[src/include/tap_pkg.sv]
// Shared constants, state codes and carriers for the test access port.
// Assumes one system clock domain; the test pins arrive asynchronously.
package tap_pkg;

    localparam int          DATA_W      = 8;
    localparam int          FIFO_DEPTH  = 8;
    localparam int          IR_W        = 4;
    localparam logic [3:0]  IR_CAPTURE  = 4'h1;
    localparam logic [3:0]  IR_RESET    = 4'h1;
    localparam logic [7:0]  DR_IDLE     = 8'h00;
    localparam logic        TDO_IDLE    = 1'b0;

    typedef enum logic [3:0] {
        TLR      = 4'h0,
        RTI      = 4'h1,
        SEL_DR   = 4'h3,
        CAP_DR   = 4'h2,
        SHIFT_DR = 4'h6,
        EX1_DR   = 4'h7,
        PAUSE_DR = 4'h5,
        EX2_DR   = 4'h4,
        UPD_DR   = 4'hC,
        SEL_IR   = 4'hD,
        CAP_IR   = 4'hF,
        SHIFT_IR = 4'hE,
        EX1_IR   = 4'hA,
        PAUSE_IR = 4'hB,
        EX2_IR   = 4'h9,
        UPD_IR   = 4'h8
    } tap_state_e;

    typedef struct packed {
        logic tck;
        logic tms;
        logic tdi;
    } pins_s;

    typedef struct packed {
        logic              valid;
        logic [DATA_W-1:0] data;
    } word_s;

endpackage

[src/rtl/tap_port.sv]
// Four-pin serial test access port: state machine, IR, DR and data output.
// Assumes TCK/TMS/TDI arrive asynchronously to I_MCLK, and pad pulls sit outside.
`timescale 1ns/1ps
// Contract
// - Test clock times all shifting; pad pulls hold TCK low, TMS and TDI high
// - Mode select sampled on rising test clock
// - Data input captured on rising test clock
// - Data output changes on falling edges only
// - Data output driven from a falling edge in a shift state to the next falling edge outside one
// - Data output tri-stated while device reset
module tap_port import tap_pkg::*; (
    input  logic              I_MCLK,
    input  logic              I_NRST,
    input  logic              I_TCK,
    input  logic              I_TMS,
    input  logic              I_TDI,
    output logic              O_TDO,
    output logic              O_TDO_OE,
    output logic [IR_W-1:0]   O_IR,
    output logic [3:0]        O_TAP_STATE,
    input  logic              I_TX_VALID,
    input  logic [DATA_W-1:0] I_TX_DATA,
    output logic              O_TX_READY,
    output logic              O_RX_VALID,
    output logic [DATA_W-1:0] O_RX_DATA,
    input  logic              I_RX_READY,
    output logic              O_RX_SPACE,
    output logic              O_RX_DROP
);

    typedef struct packed {
        pins_s             meta;
        pins_s             sync;
        logic              tck_prev;
        tap_state_e        state;
        logic [IR_W-1:0]   ir_sh;
        logic [IR_W-1:0]   ir;
        logic [DATA_W-1:0] dr;
        logic              tdo;
        logic              tdo_oe;
        logic              drop;
    } port_s;

    port_s q;
    port_s d;
    logic  rise;
    logic  fall;
    logic  push;
    logic  fifo_ready;
    word_s rx_out;

    function automatic tap_state_e next_state(input tap_state_e s, input logic tms);
        tap_state_e n;
        n = s;
        unique case (s)
            TLR:      n = tms ? TLR    : RTI;
            RTI:      n = tms ? SEL_DR : RTI;
            SEL_DR:   n = tms ? SEL_IR : CAP_DR;
            CAP_DR:   n = tms ? EX1_DR : SHIFT_DR;
            SHIFT_DR: n = tms ? EX1_DR : SHIFT_DR;
            EX1_DR:   n = tms ? UPD_DR : PAUSE_DR;
            PAUSE_DR: n = tms ? EX2_DR : PAUSE_DR;
            EX2_DR:   n = tms ? UPD_DR : SHIFT_DR;
            UPD_DR:   n = tms ? SEL_DR : RTI;
            SEL_IR:   n = tms ? TLR    : CAP_IR;
            CAP_IR:   n = tms ? EX1_IR : SHIFT_IR;
            SHIFT_IR: n = tms ? EX1_IR : SHIFT_IR;
            EX1_IR:   n = tms ? UPD_IR : PAUSE_IR;
            PAUSE_IR: n = tms ? EX2_IR : PAUSE_IR;
            EX2_IR:   n = tms ? UPD_IR : SHIFT_IR;
            UPD_IR:   n = tms ? SEL_DR : RTI;
        endcase
        return n;
    endfunction

    // Edges of the synchronised test clock
    assign rise = q.sync.tck && !q.tck_prev;
    assign fall = !q.sync.tck && q.tck_prev;

    always_comb begin
        d          = q;
        push       = 1'b0;
        O_TX_READY = 1'b0;
        d.meta     = '{tck: I_TCK, tms: I_TMS, tdi: I_TDI};
        d.sync     = q.meta;
        d.tck_prev = q.sync.tck;
        if (rise) begin
            d.state = next_state(q.state, q.sync.tms);
            if (q.state == TLR) begin
                d.ir   = IR_RESET;
                d.drop = 1'b0;
            end
            if (q.state == CAP_DR) begin
                d.dr       = I_TX_VALID ? I_TX_DATA : DR_IDLE;
                O_TX_READY = 1'b1;
            end
            if (q.state == SHIFT_DR) begin
                d.dr = {q.sync.tdi, q.dr[DATA_W-1:1]};
            end
            if (q.state == UPD_DR) begin
                push = fifo_ready;
                if (!fifo_ready) begin
                    d.drop = 1'b1;
                end
            end
            if (q.state == CAP_IR) begin
                d.ir_sh = IR_CAPTURE;
            end
            if (q.state == SHIFT_IR) begin
                d.ir_sh = {q.sync.tdi, q.ir_sh[IR_W-1:1]};
            end
            if (q.state == UPD_IR) begin
                d.ir = q.ir_sh;
            end
        end
        // Output bit and its enable move on the falling edge
        if (fall) begin
            d.tdo    = (q.state == SHIFT_IR) ? q.ir_sh[0] : q.dr[0];
            d.tdo_oe = (q.state == SHIFT_IR) || (q.state == SHIFT_DR);
        end
    end

    always_ff @(posedge I_MCLK or negedge I_NRST) begin
        if (!I_NRST) begin
            q          <= '0;
            q.state    <= TLR;
            q.ir       <= IR_RESET;
            q.tdo      <= TDO_IDLE;
            q.tdo_oe   <= 1'b0;
        end else begin
            q <= d;
        end
    end

    tap_fifo #(
        .WIDTH (DATA_W),
        .DEPTH (FIFO_DEPTH)
    ) u_rx_fifo (
        .i_clk       (I_MCLK),
        .i_nrst      (I_NRST),
        .i_in_valid  (push),
        .i_in_data   (q.dr),
        .o_in_ready  (fifo_ready),
        .o_out_valid (rx_out.valid),
        .o_out_data  (rx_out.data),
        .i_out_ready (I_RX_READY)
    );

    assign O_TDO       = q.tdo;
    assign O_TDO_OE    = q.tdo_oe;
    assign O_IR        = q.ir;
    assign O_TAP_STATE = q.state;
    assign O_RX_VALID  = rx_out.valid;
    assign O_RX_DATA   = rx_out.data;
    assign O_RX_SPACE  = fifo_ready;
    assign O_RX_DROP   = q.drop;

endmodule

[src/rtl/tap_fifo.sv]
// Synchronous FIFO with valid/ready on both sides.
// Assumes writer and reader share the system clock.
`timescale 1ns/1ps
module tap_fifo import tap_pkg::*; #(
    parameter int WIDTH = DATA_W,
    parameter int DEPTH = FIFO_DEPTH
) (
    input  logic             i_clk,
    input  logic             i_nrst,
    input  logic             i_in_valid,
    input  logic [WIDTH-1:0] i_in_data,
    output logic             o_in_ready,
    output logic             o_out_valid,
    output logic [WIDTH-1:0] o_out_data,
    input  logic             i_out_ready
);
    localparam int AW = $clog2(DEPTH);

    typedef struct packed {
        logic [DEPTH-1:0][WIDTH-1:0] mem;
        logic [AW:0]                 wr;
        logic [AW:0]                 rd;
    } fifo_s;

    fifo_s q;
    fifo_s d;
    logic  full;
    logic  empty;
    logic  do_wr;
    logic  do_rd;

    assign full        = (q.wr[AW] != q.rd[AW]) && (q.wr[AW-1:0] == q.rd[AW-1:0]);
    assign empty       = (q.wr == q.rd);
    assign o_in_ready  = !full;
    assign o_out_valid = !empty;
    assign o_out_data  = q.mem[q.rd[AW-1:0]];
    assign do_wr       = i_in_valid && !full;
    assign do_rd       = i_out_ready && !empty;

    always_comb begin
        d = q;
        if (do_wr) begin
            d.mem[q.wr[AW-1:0]] = i_in_data;
            d.wr                = q.wr + 1'b1;
        end
        if (do_rd) begin
            d.rd = q.rd + 1'b1;
        end
    end

    always_ff @(posedge i_clk or negedge i_nrst) begin
        if (!i_nrst) begin
            q <= '0;
        end else begin
            q <= d;
        end
    end
endmodule

[config.mk]
export PLATFORM = sky130hd
export DESIGN_NAME = tap_port
export DESIGN_NICKNAME = d
export VERILOG_FILES = /design/src/include/tap_pkg.sv /design/src/rtl/tap_port.sv /design/src/rtl/tap_fifo.sv
export SDC_FILE = /design/constraint.sdc
export NUM_CORES = 1
export LEC_CHECK = 0
export ABC_AREA = 1
export BUFFER_PORTS_ARGS = -buffer_cell sky130_fd_sc_hd__buf_2
export CAP_MARGIN = 10
export CELL_PAD_IN_SITES_DETAIL_PLACEMENT = 0
export CELL_PAD_IN_SITES_GLOBAL_PLACEMENT = 2
export CORE_UTILIZATION = 38
export CTS_CLUSTER_SIZE = 25
export DETAILED_ROUTE_END_ITERATION = 8
export PLACE_DENSITY = 0.82
export RECOVER_POWER = 25
export SLEW_MARGIN = 5
export SYNTH_ARGS = -nofsm -noshare
export SYNTH_HDL_FRONTEND = slang
export SYNTH_SLANG_ARGS = --single-unit
[constraint.sdc]
create_clock -name I_MCLK -period 2.7 [get_ports I_MCLK]
set_clock_uncertainty 0.1 [all_clocks]
set_input_delay 0.405 -clock I_MCLK [delete_from_list [all_inputs] [get_ports I_MCLK]]
set_output_delay 0.405 -clock I_MCLK [all_outputs]
set_load 0.03 [all_outputs]
==> results of run 1 <==
-- layout by cell type (no fill, tap or decap), types with 2 or more instances in the layout --
cell and instances:
nand3_1 23, inv_2 3, o21ai_0 58, nor3_1 2
dfrtp_1 101, ha_1 2, nand3_2 8, buf_4 10
nor2_1 81, clkbuf_8 2, a21oi_1 4, clkbuf_1 7
xnor2_1 2, clkbuf_16 9, nor2_2 2, o22ai_1 2
xor2_1 3, a31oi_1 8, nand4_1 65, inv_1 25
buf_12 4, o21ai_1 2, nand2_1 236, buf_2 30
-- metrics by stage --
stage	hold WS (ns)	power, W	util	cell area [µm²]
after global placement	0.232	0.00437	0.417	5540
after CTS	0.0473	0.00571	0.440	5850
after floorplan	0.00941	0.00360	-	5220
after global routing	0.0495	0.00604	0.439	5830
after detailed placement	0.235	0.00436	0.417	5540
final	0.0559	0.00568	0.439	5830
-- kinds of logic after synthesis --
group	synth area share
flops	0.490
fa+ha+maj	0.00480
xor+xnor	0.00840
simple gates	0.350
compound gates	0.0763
buf+inv	0.0710
-- final cells by class --
cell class	count	area share
flip-flops and latches	102	0.438
multi-input cells	501	0.394
repair buffers	52	0.0594
clock buffers	13	0.0446
well taps	176	0.0378
inverters	29	0.0187
clock inverters	3	0.00751
-- layer usage --
| metal | track usage | share of wire |
|---|---|---|
| met5 | 0 | 0 |
| met4 | 0.0720 | 0.014 |
| met3 | 0.0254 | 0.042 |
| met2 | 0.325 | 0.45 |
| met1 | 0.321 | 0.49 |
-- cells in the mapped netlist, drive strengths merged --
master	n
xor2	3
nor2	83
inv	28
o22ai	2
clkbuf	15
nand3	31
buf	33
nor3	3
a31oi	8
ha	2
nand4	65
xnor2	2
nand2	236
clkinv	1
a21oi	4
o211ai	1
o31ai	1
dfrtp	101
dfstp	1
o21ai	60
-- worst max-delay path by stage --
stage	to	slack [ns]	start
floorplan	O_RX_DATA[6]	0.79	u_rx_fifo.q[0]
global placement	u_rx_fifo.q[69]	0.68	u_rx_fifo.q[4]
detailed placement	u_rx_fifo.q[68]	0.64	u_rx_fifo.q[4]
CTS	O_RX_SPACE	0.32	u_rx_fifo.q[4]
global route	O_RX_DATA[3]	0.22	u_rx_fifo.q[0]
finish	O_RX_SPACE	0.34	u_rx_fifo.q[4]
-- power groups by stage --
| stage | registers (W) | logic [W] | clock network, W |
|---|---|---|---|
| after detailed placement | 0.00215 | 0.00222 | 0 |
| after global routing | 0.00216 | 0.00246 | 0.00142 |
| after floorplan | 0.00186 | 0.00174 | 0 |
| after CTS | 0.00212 | 0.00223 | 0.00137 |
| final | 0.00214 | 0.00222 | 0.00133 |
| after global placement | 0.00215 | 0.00222 | 0 |
-- sequential cells by signal (all words and copies together) (netlist names) --
| signal | flops |
|---|---|
| u_rx_fifo.q | 72 |
| q | 15 |
| O_IR | 4 |
| O_TAP_STATE | 4 |
| d | 4 |
| O_RX_DROP | 1 |
| O_TDO | 1 |
| O_TDO_OE | 1 |
-- critical path: cells and delay by family (launching register included) --
family / cells / cell delay [ns]
AND/OR/NAND/NOR: 3 / 0.36
buffers and inverters: 3 / 0.64
flip-flops: 1 / 0.51
-- what timing repair did --
item | CTS | global route
resized for setup | 0 | 0
endpoints found under the setup margin | 0 | 0
hold buffers | 1 | 0
endpoints found under the hold margin | 36 | 0
buffers inserted | 0 | 0
==> reports/results.tsv, run 1 <==
metric	value	unit
status	finished clean	
Lkg Pwr	2.98	nW
Synth top area share	0.485	
cell area power density	975	mW/mm²
relative slew slack	0.326	
Synth Cell Area	0.00522	mm²
critical path endpoint category	output pin	
Filler Cell Count	1378	
antenna viol nets, final	0	
Cell Rows	42	
final setup vio count	0	
f_max	424	MHz
r2r setup slk	0.64	ns
cells on worst reg2reg path	8	
Flop pwr share	0.376	
Max Cap Violations	0	
sequential share of the synthesized area	0.490	
vias in the first global route	4162	
Setup Crit Path Kind	reg -> out	
Hold Path Sink	d[25]	
core area	0.0133	mm²
Mapped Nets	697	
Die W	119	µm
worst setup margin	0.339	ns
drt pass-1 iters	5	
period utilization	0.874	
Worst Tran Pin Value	1.01	ns
CTS tree	done	
fin nets	712	
Setup TNS	0	ns
RSZ-0062 raised after global routing	false	
Syn. warnings	0	
GPL Wtd Cong	0.845	
final hold violation count	0	
final WL	14.5	mm
layout cells sized above 1	0.107	
WL/cell	16.5	µm
grt ovf	0	
placed cell count	859	
CP cell instances	inv_2, nand2_1, nand2_1, nand4_1, buf_4, buf_2	
Slew Limit Fails	0	
area of the multi-input gates	0.00230	mm²
crit start category	register	
Int Power	0.00316	W
FF-to-FF Start	u_rx_fifo.q[4]	
syn_area_per_cell	7.67	µm²
diodes inserted	0	
leading area contributor after synthesis	dfrtp_1	
I/O Buffers	36	
Switch Pwr	0.00253	W
Net Sw Frac	0.445	
largest cells by area after synthesis	dfrtp_1 (48%), nand2_1 (17%), nand4_1 (7.8%)	
Global Route Usage Sum	0.216	
Most common cell on crit path	nand2_1	
crit-path max FO	11	
initial antenna violation count	0	
crit-path max cell delay	0.51	ns
Post-Syn Instances	680	
critical path's slowest cell	dfrtp_1	
worst path required time	2.19	ns
worst slack at placement	0.642	ns
combinational fraction of design power	0.390	
drc violations	0	
first-pass GRT wire length	23.3	mm
vias	4584	
Top Ports	37	
clock network power share	0.234	
Worst EP arrival	1.86	ns
HPWL Detailed	9.47	mm
die area	0.0142	mm²
Storage cell area	0.00255	mm²
DIE HEIGHT	119	µm
vias per inst	5.23	
Max clock buf depth	2	
Synth cell types	27	
final cell count without fillers	876	
worst hold path cell count	1	
Worst Min Path Start	I_TMS	
Num CTS Buffers	9	
later-pin clock latency in the skew report	0.35	ns
Period minus WS final	2.36	ns
CTS H-tree depth	3	
post-synthesis register bit count	102	
Worst Hold Class	in -> reg	
DRT iter0 DRCs	428	
Initial Util	0.392	
largest net degree at the start of global routing	75	
CTS Sinks	102	
Max IR drop VDD	0.400	mV
Clock Pin Slew Worst Setup and Hold Paths	0.07	ns
Area Growth Syn to Fin	11.8	%
Root Buffer	clkbuf_16	
Reg2Reg Capture Point	u_rx_fifo.q[65]	
Power figures use the tool's default switching activity.
==> run 2, diff against run 1 <==
--- a/config.mk
+++ b/config.mk
@@ -10,10 +10,10 @@
 export CAP_MARGIN = 10
 export CELL_PAD_IN_SITES_DETAIL_PLACEMENT = 0
 export CELL_PAD_IN_SITES_GLOBAL_PLACEMENT = 2
-export CORE_UTILIZATION = 38
+export CORE_UTILIZATION = 35
 export CTS_CLUSTER_SIZE = 25
 export DETAILED_ROUTE_END_ITERATION = 8
-export PLACE_DENSITY = 0.82
+export PLACE_DENSITY = 0.76
 export RECOVER_POWER = 25
 export SLEW_MARGIN = 5
 export SYNTH_ARGS = -nofsm -noshare
==> run 2 against run 1 <==
Clock power about the same; power down 0.50%; critical path depth up 2; worst hold slack worse by 0.0074 ns; via count down 1.6%; final cell count up 1.0%; sequential share of layout area about the same; largest cell class unchanged.
==> reports/results.tsv, run 2 (same netlist as run 1, synthesis figures left out) <==
metric	value	unit	change
CTS H-tree depth	3		unchanged
Worst Hold Class	in -> reg		
met3 Use GR	0.0426		+0.0172
DRT iter0 DRCs	330		-23%
WL/cell	17.0	µm	+3.1%
Worst EP arrival	1.91	ns	+0.05 ns
Die W	124	µm	+4.1%
met2 usage	0.334		+0.00871
FF-to-FF Start	O_TAP_STATE[2]		
Area Growth Syn to Fin	11.8	%	about the same
Num CTS Buffers	9		unchanged
first-pass GRT wire length	24.4	mm	+4.7%
critical path endpoint category	output pin		
Reg2Reg Capture Point	u_rx_fifo.q[61]		
f_max	414	MHz	-2.3%
CTS Sinks	102		unchanged
most frequent cells in the layout	nand2_1 (236), dfrtp_1 (101), nor2_1 (81)		
RSZ-0062 raised after global routing	false		
DP Area	0.00553	mm²	-0.14%
GPL Wtd Cong	0.850		+0.56%
crit path buf inv count	4		+1
max FFs per register	72		unchanged
final setup vio count	0		unchanged
Clock Pin Slew Worst Setup and Hold Paths	0.07	ns	about the same
Top Ports	37		unchanged
most common cell after layout, fill and taps aside	nand2_1		
Post-CTS Setup Bufs	0		unchanged
Hold Buf Count CTS	1		unchanged
Max clock buf depth	2		unchanged
Hold Path Sink	d[24]		
CTS tree	done		
Max IR drop VDD	0.399	mV	-0.23%
vias per inst	5.10		-2.6%
drc violations	0		unchanged
vias	4512		-1.6%
Worst Tran Pin Value	1.15	ns	+0.141 ns
largest net degree at the start of global routing	75		unchanged
status	finished clean		
grt ovf	0		unchanged
worst slack at placement	0.584	ns	-0.0582 ns
Top Registers	u_rx_fifo.q x72, q x15		
met1 usage in global routing	0.307		-0.0148
area of the multi-input gates	0.00230	mm²	unchanged
DIE HEIGHT	124	µm	+4.1%
Global Route Usage Sum	0.215		-0.00138
die area	0.0154	mm²	+8.4%
worst hold path cell count	1		unchanged
fin nets	713		+0.14%
layout cells sized above 1	0.117		+0.00983
core area	0.0145	mm²	+9.3%
Worst Min Path Start	I_TDI		
final WL	15.1	mm	+4.2%
initial antenna violation count	0		unchanged
crit-path max cell delay	0.41	ns	-0.10 ns
worst setup margin	0.285	ns	-0.0543 ns
final hold violation count	0		unchanged
critical path's slowest cell	dfrtp_1		
crit-path max FO	16		+5
CP cell instances	inv_1, nor2_2, nand2_1, nor2_2, buf_4, inv_1, nor2_1, buf_2		
later-pin clock latency in the skew report	0.36	ns	about the same
post-CTS sizing	0		unchanged
Initial Util	0.359		-0.0334
cells on worst reg2reg path	6		-2
Max Cap Violations	0		unchanged
Storage cell area	0.00255	mm²	unchanged
global route hottest layer	met2		
Root Buffer	clkbuf_16		
Largest Register	u_rx_fifo.q		
vias in the first global route	4358		+4.7%
drt pass-1 iters	4		-1
cell area power density	970	mW/mm²	-0.45%
worst path required time	2.19	ns	about the same
diodes inserted	0		unchanged
r2r setup slk	0.60	ns	-0.04 ns
I/O Buffers	36		unchanged
Filler Cell Count	1537		+12%
Lkg Pwr	3.00	nW	+0.54%
crit start category	register		
period utilization	0.895		+0.0201
Setup TNS	0	ns	unchanged
Period minus WS final	2.42	ns	+0.0543 ns
Cell Rows	44		+4.8%
Slew Limit Fails	0		unchanged
Crit path max-delay family	buffers and inverters		
Setup Crit Path Kind	reg -> out		
Design Area, Final	0.00583	mm²	about the same
relative slew slack	0.232		-0.0942
antenna viol nets, final	0		unchanged
HPWL Detailed	9.92	mm	+4.8%
## run 2: changes by cell type in the layout (fill, tap and decap cells not counted), sizes merged
cell / previous run / this run
clkbuf: 20 / 12
buf: 44 / 50
inv: 28 / 31
## run 2: area by class of cell
type                            instances  area share
Sequential cell                       102       0.438
Multi-Input combinational cell        501       0.394
Timing Repair Buffer                   53      0.0571
Tap cell                              184      0.0395
Clock buffer                           10      0.0393
Inverter                               29      0.0187
Clock inverter                          6      0.0131
## run 2: per-layer routing
| metal | up-vias | wire, µm |
|---|---|---|
| met3 | 8 | 543 |
| met4 | 0 | 117 |
| met2 | 77 | 6800 |
| met1 | 2149 | 7620 |
| met5 | - | 0 |
| li1 | 2278 | - |
## run 2: power breakdown
| part | switching (W) | internal (W) |
|---|---|---|
| Sequential | 0.000415 | 0.00172 |
| Combinational | 0.00153 | 0.000627 |
| Clock | 0.000622 | 0.000737 |
| Total | 0.00257 | 0.00308 |
## run 2: stage by stage
step                total power, W  std cells  hold WS (ns)   util
global route               0.00607        885        0.0277  0.401
finish                     0.00565        885        0.0485  0.401
floorplan                  0.00360        680       0.00941      -
CTS                        0.00571        885        0.0330  0.402
global placement           0.00432        868         0.233  0.381
detailed placement         0.00433        868         0.235  0.381
## run 2: worst max path at each step
stage	startpoint	endpoint	slack, ns	cells after the start
finish	O_TAP_STATE[1]	O_TX_READY	0.28	8
global route	I_NRST	u_rx_fifo.q[65]	0.04	3
CTS	O_TAP_STATE[1]	O_TX_READY	0.26	8
detailed placement	u_rx_fifo.q[4]	u_rx_fifo.q[61]	0.58	8
global placement	u_rx_fifo.q[4]	u_rx_fifo.q[59]	0.58	8
floorplan	u_rx_fifo.q[0]	O_RX_DATA[6]	0.79	7
## run 2: worst reg2reg max path, stage by stage (launching register included)
cell and delay [ns]:
dfrtp_1 0.53, nand2_1 0.23, nor3_4 0.26, buf_12 0.31, nand3_2 0.37, nand2_1 0.14, nand2_1 0.05
==> run 3, diff against run 2 <==
--- a/config.mk
+++ b/config.mk
@@ -13,6 +13,7 @@
 export CORE_UTILIZATION = 35
 export CTS_CLUSTER_SIZE = 25
 export DETAILED_ROUTE_END_ITERATION = 8
+export MAX_ROUTING_LAYER = met4
 export PLACE_DENSITY = 0.76
 export RECOVER_POWER = 25
 export SLEW_MARGIN = 5
==> run 3 against run 2 <==
Core utilization grew 0.30 points; fmax rose by 1.0%; via count grew 1.2%; power up 2.2%; worst hold slack gained 0.013 ns; register-to-register slack improved by 0.02 ns; sequential power about the same; final cell count down 0.11%; highest routed layer unchanged.
==> reports/results.tsv, run 3 (same netlist as run 1, synthesis figures left out) <==
metric	value	unit	change
Max Cap Violations	0		unchanged
Setup TNS	0	ns	unchanged
cells on worst reg2reg path	8		+2
vias	4568		+1.2%
Num CTS Buffers	9		unchanged
post-CTS sizing	0		unchanged
later-pin clock latency in the skew report	0.35	ns	about the same
first-pass GRT wire length	24.0	mm	-1.6%
most common cell after layout, fill and taps aside	nand2_1		
layout cells sized above 1	0.116		-0.00126
period utilization	0.886		-0.00889
vias in the first global route	4362		+0.092%
f_max	418	MHz	+1.0%
Post-CTS Setup Bufs	0		unchanged
DIE HEIGHT	124	µm	unchanged
initial antenna violation count	0		unchanged
Max clock buf depth	2		unchanged
RSZ-0062 raised after global routing	false		
cell area power density	984	mW/mm²	+1.4%
Max IR drop VDD	0.359	mV	-9.8%
Worst Hold Class	in -> reg		
drc violations	0		unchanged
WL/cell	17.0	µm	-0.50%
CTS tree	done		
fin util	0.404		+0.00301
fin nets	713		unchanged
critical path endpoint category	output pin		
crit-path max FO	36		+20
final WL	15.0	mm	-0.62%
Top Ports	37		unchanged
antenna viol nets, final	0		unchanged
worst hold path cell count	1		unchanged
diodes inserted	0		unchanged
Worst Tran Pin Value	1.18	ns	+0.0261 ns
status	finished clean		
Die W	124	µm	unchanged
Critical Path Stages	8		unchanged
Worst EP arrival	1.89	ns	-0.02 ns
HPWL Detailed	9.83	mm	-0.94%
Period minus WS final	2.39	ns	-0.0240 ns
Reg2Reg Capture Point	u_rx_fifo.q[61]		
Slew Limit Fails	0		unchanged
Crit path max-delay family	buffers and inverters		
worst setup path start	u_rx_fifo.q[0]		
Global Route Usage Sum	0.216		+0.00119
GPL Wtd Cong	0.856		+0.71%
drt pass-1 iters	4		unchanged
CTS Sinks	102		unchanged
max FFs per register	72		unchanged
CP cell instances	buf_4, nor2_1, nor2_1, o21ai_0, o21ai_0, nand2_1, nand2_1, buf_2		
Setup Crit Path Kind	reg -> out		
crit start category	register		
most frequent cells in the layout	nand2_1 (236), dfrtp_1 (101), nor2_1 (82)		
Lkg Pwr	3.01	nW	+0.62%
Initial Util	0.359		unchanged
FF-to-FF Start	u_rx_fifo.q[4]		
Root Buffer	clkbuf_16		
crit path buf inv count	2		-2
relative slew slack	0.214		-0.0174
worst path required time	2.19	ns	about the same
Area Growth Syn to Fin	12.6	%	
CTS H-tree depth	3		unchanged
vias per inst	5.17		+1.4%
core area	0.0145	mm²	unchanged
Largest Register	u_rx_fifo.q		
largest net degree at the start of global routing	75		unchanged
grt ovf	0		unchanged
crit-path max cell delay	0.35	ns	-0.06 ns
critical path's slowest cell	dfrtp_1		
r2r setup slk	0.62	ns	+0.02 ns
Clock Pin Slew Worst Setup and Hold Paths	0.07	ns	about the same
I/O Buffers	36		unchanged
die area	0.0154	mm²	unchanged
Top Registers	u_rx_fifo.q x72, q x15		
final setup vio count	0		unchanged
Cell Rows	44		unchanged
final hold violation count	0		unchanged
Filler Cell Count	1544		+0.46%
DRT iter0 DRCs	370		+12%
crit path to	O_RX_DATA[1]		
run 3: per-layer routing:
layer | up-vias | track usage | routed length (µm)
met3 | 10 | 0.0449 | 723
met1 | 2180 | 0.290 | 7210
met4 | 0 | 0.0454 | 134
li1 | 2267 | - | -
met5 | - | - | 0
met2 | 111 | 0.336 | 6920
run 3: layout make-up:
| type | instances | area (µm²) | area share |
|---|---|---|---|
| flip-flops and latches | 102 | 2550 | 0.435 |
| clock inverters | 6 | 111 | 0.0190 |
| multi-input cells | 501 | 2290 | 0.391 |
| clock buffers | 9 | 225 | 0.0384 |
| repair buffers | 53 | 348 | 0.0592 |
| well taps | 184 | 230 | 0.0392 |
| inverters | 29 | 109 | 0.0185 |
run 3: stage by stage:
| step | worst slack (ns) | std cells | area, µm² | total power (W) | hold slack [ns] |
|---|---|---|---|---|---|
| final | 0.309 | 884 | 5870 | 0.00578 | 0.0614 |
| after global routing | 0.133 | 884 | 5870 | 0.00613 | 0.0468 |
| after CTS | 0.295 | 884 | 5880 | 0.00583 | 0.0387 |
| after detailed placement | 0.620 | 868 | 5530 | 0.00432 | 0.236 |
| after global placement | 0.616 | 868 | 5530 | 0.00432 | 0.235 |
| after floorplan | 0.791 | 680 | 5220 | 0.00360 | 0.00941 |
run 3: worst min-delay path by stage:
stage	end	startpoint
floorplan	O_IR[1]	I_NRST
finish	d[25]	I_TMS
global route	d[25]	I_TMS
CTS	d[26]	I_TCK
detailed placement	d[23]	d[26]
global placement	q[25]	d[25]
run 3: power breakdown:
part,leakage [nW],switching [W],internal (W),total [W]
registers,1.37,0.000418,0.00172,0.00214
logic,1.49,0.00153,0.000622,0.00216
clock network,0.161,0.000582,0.000901,0.00148
run 3: timing repair:
action | 4_1_cts | 5_1_grt
hold buffers | 1 | 0
endpoints found under the setup margin | 0 | 0
endpoints found under the hold margin | 40 | 0
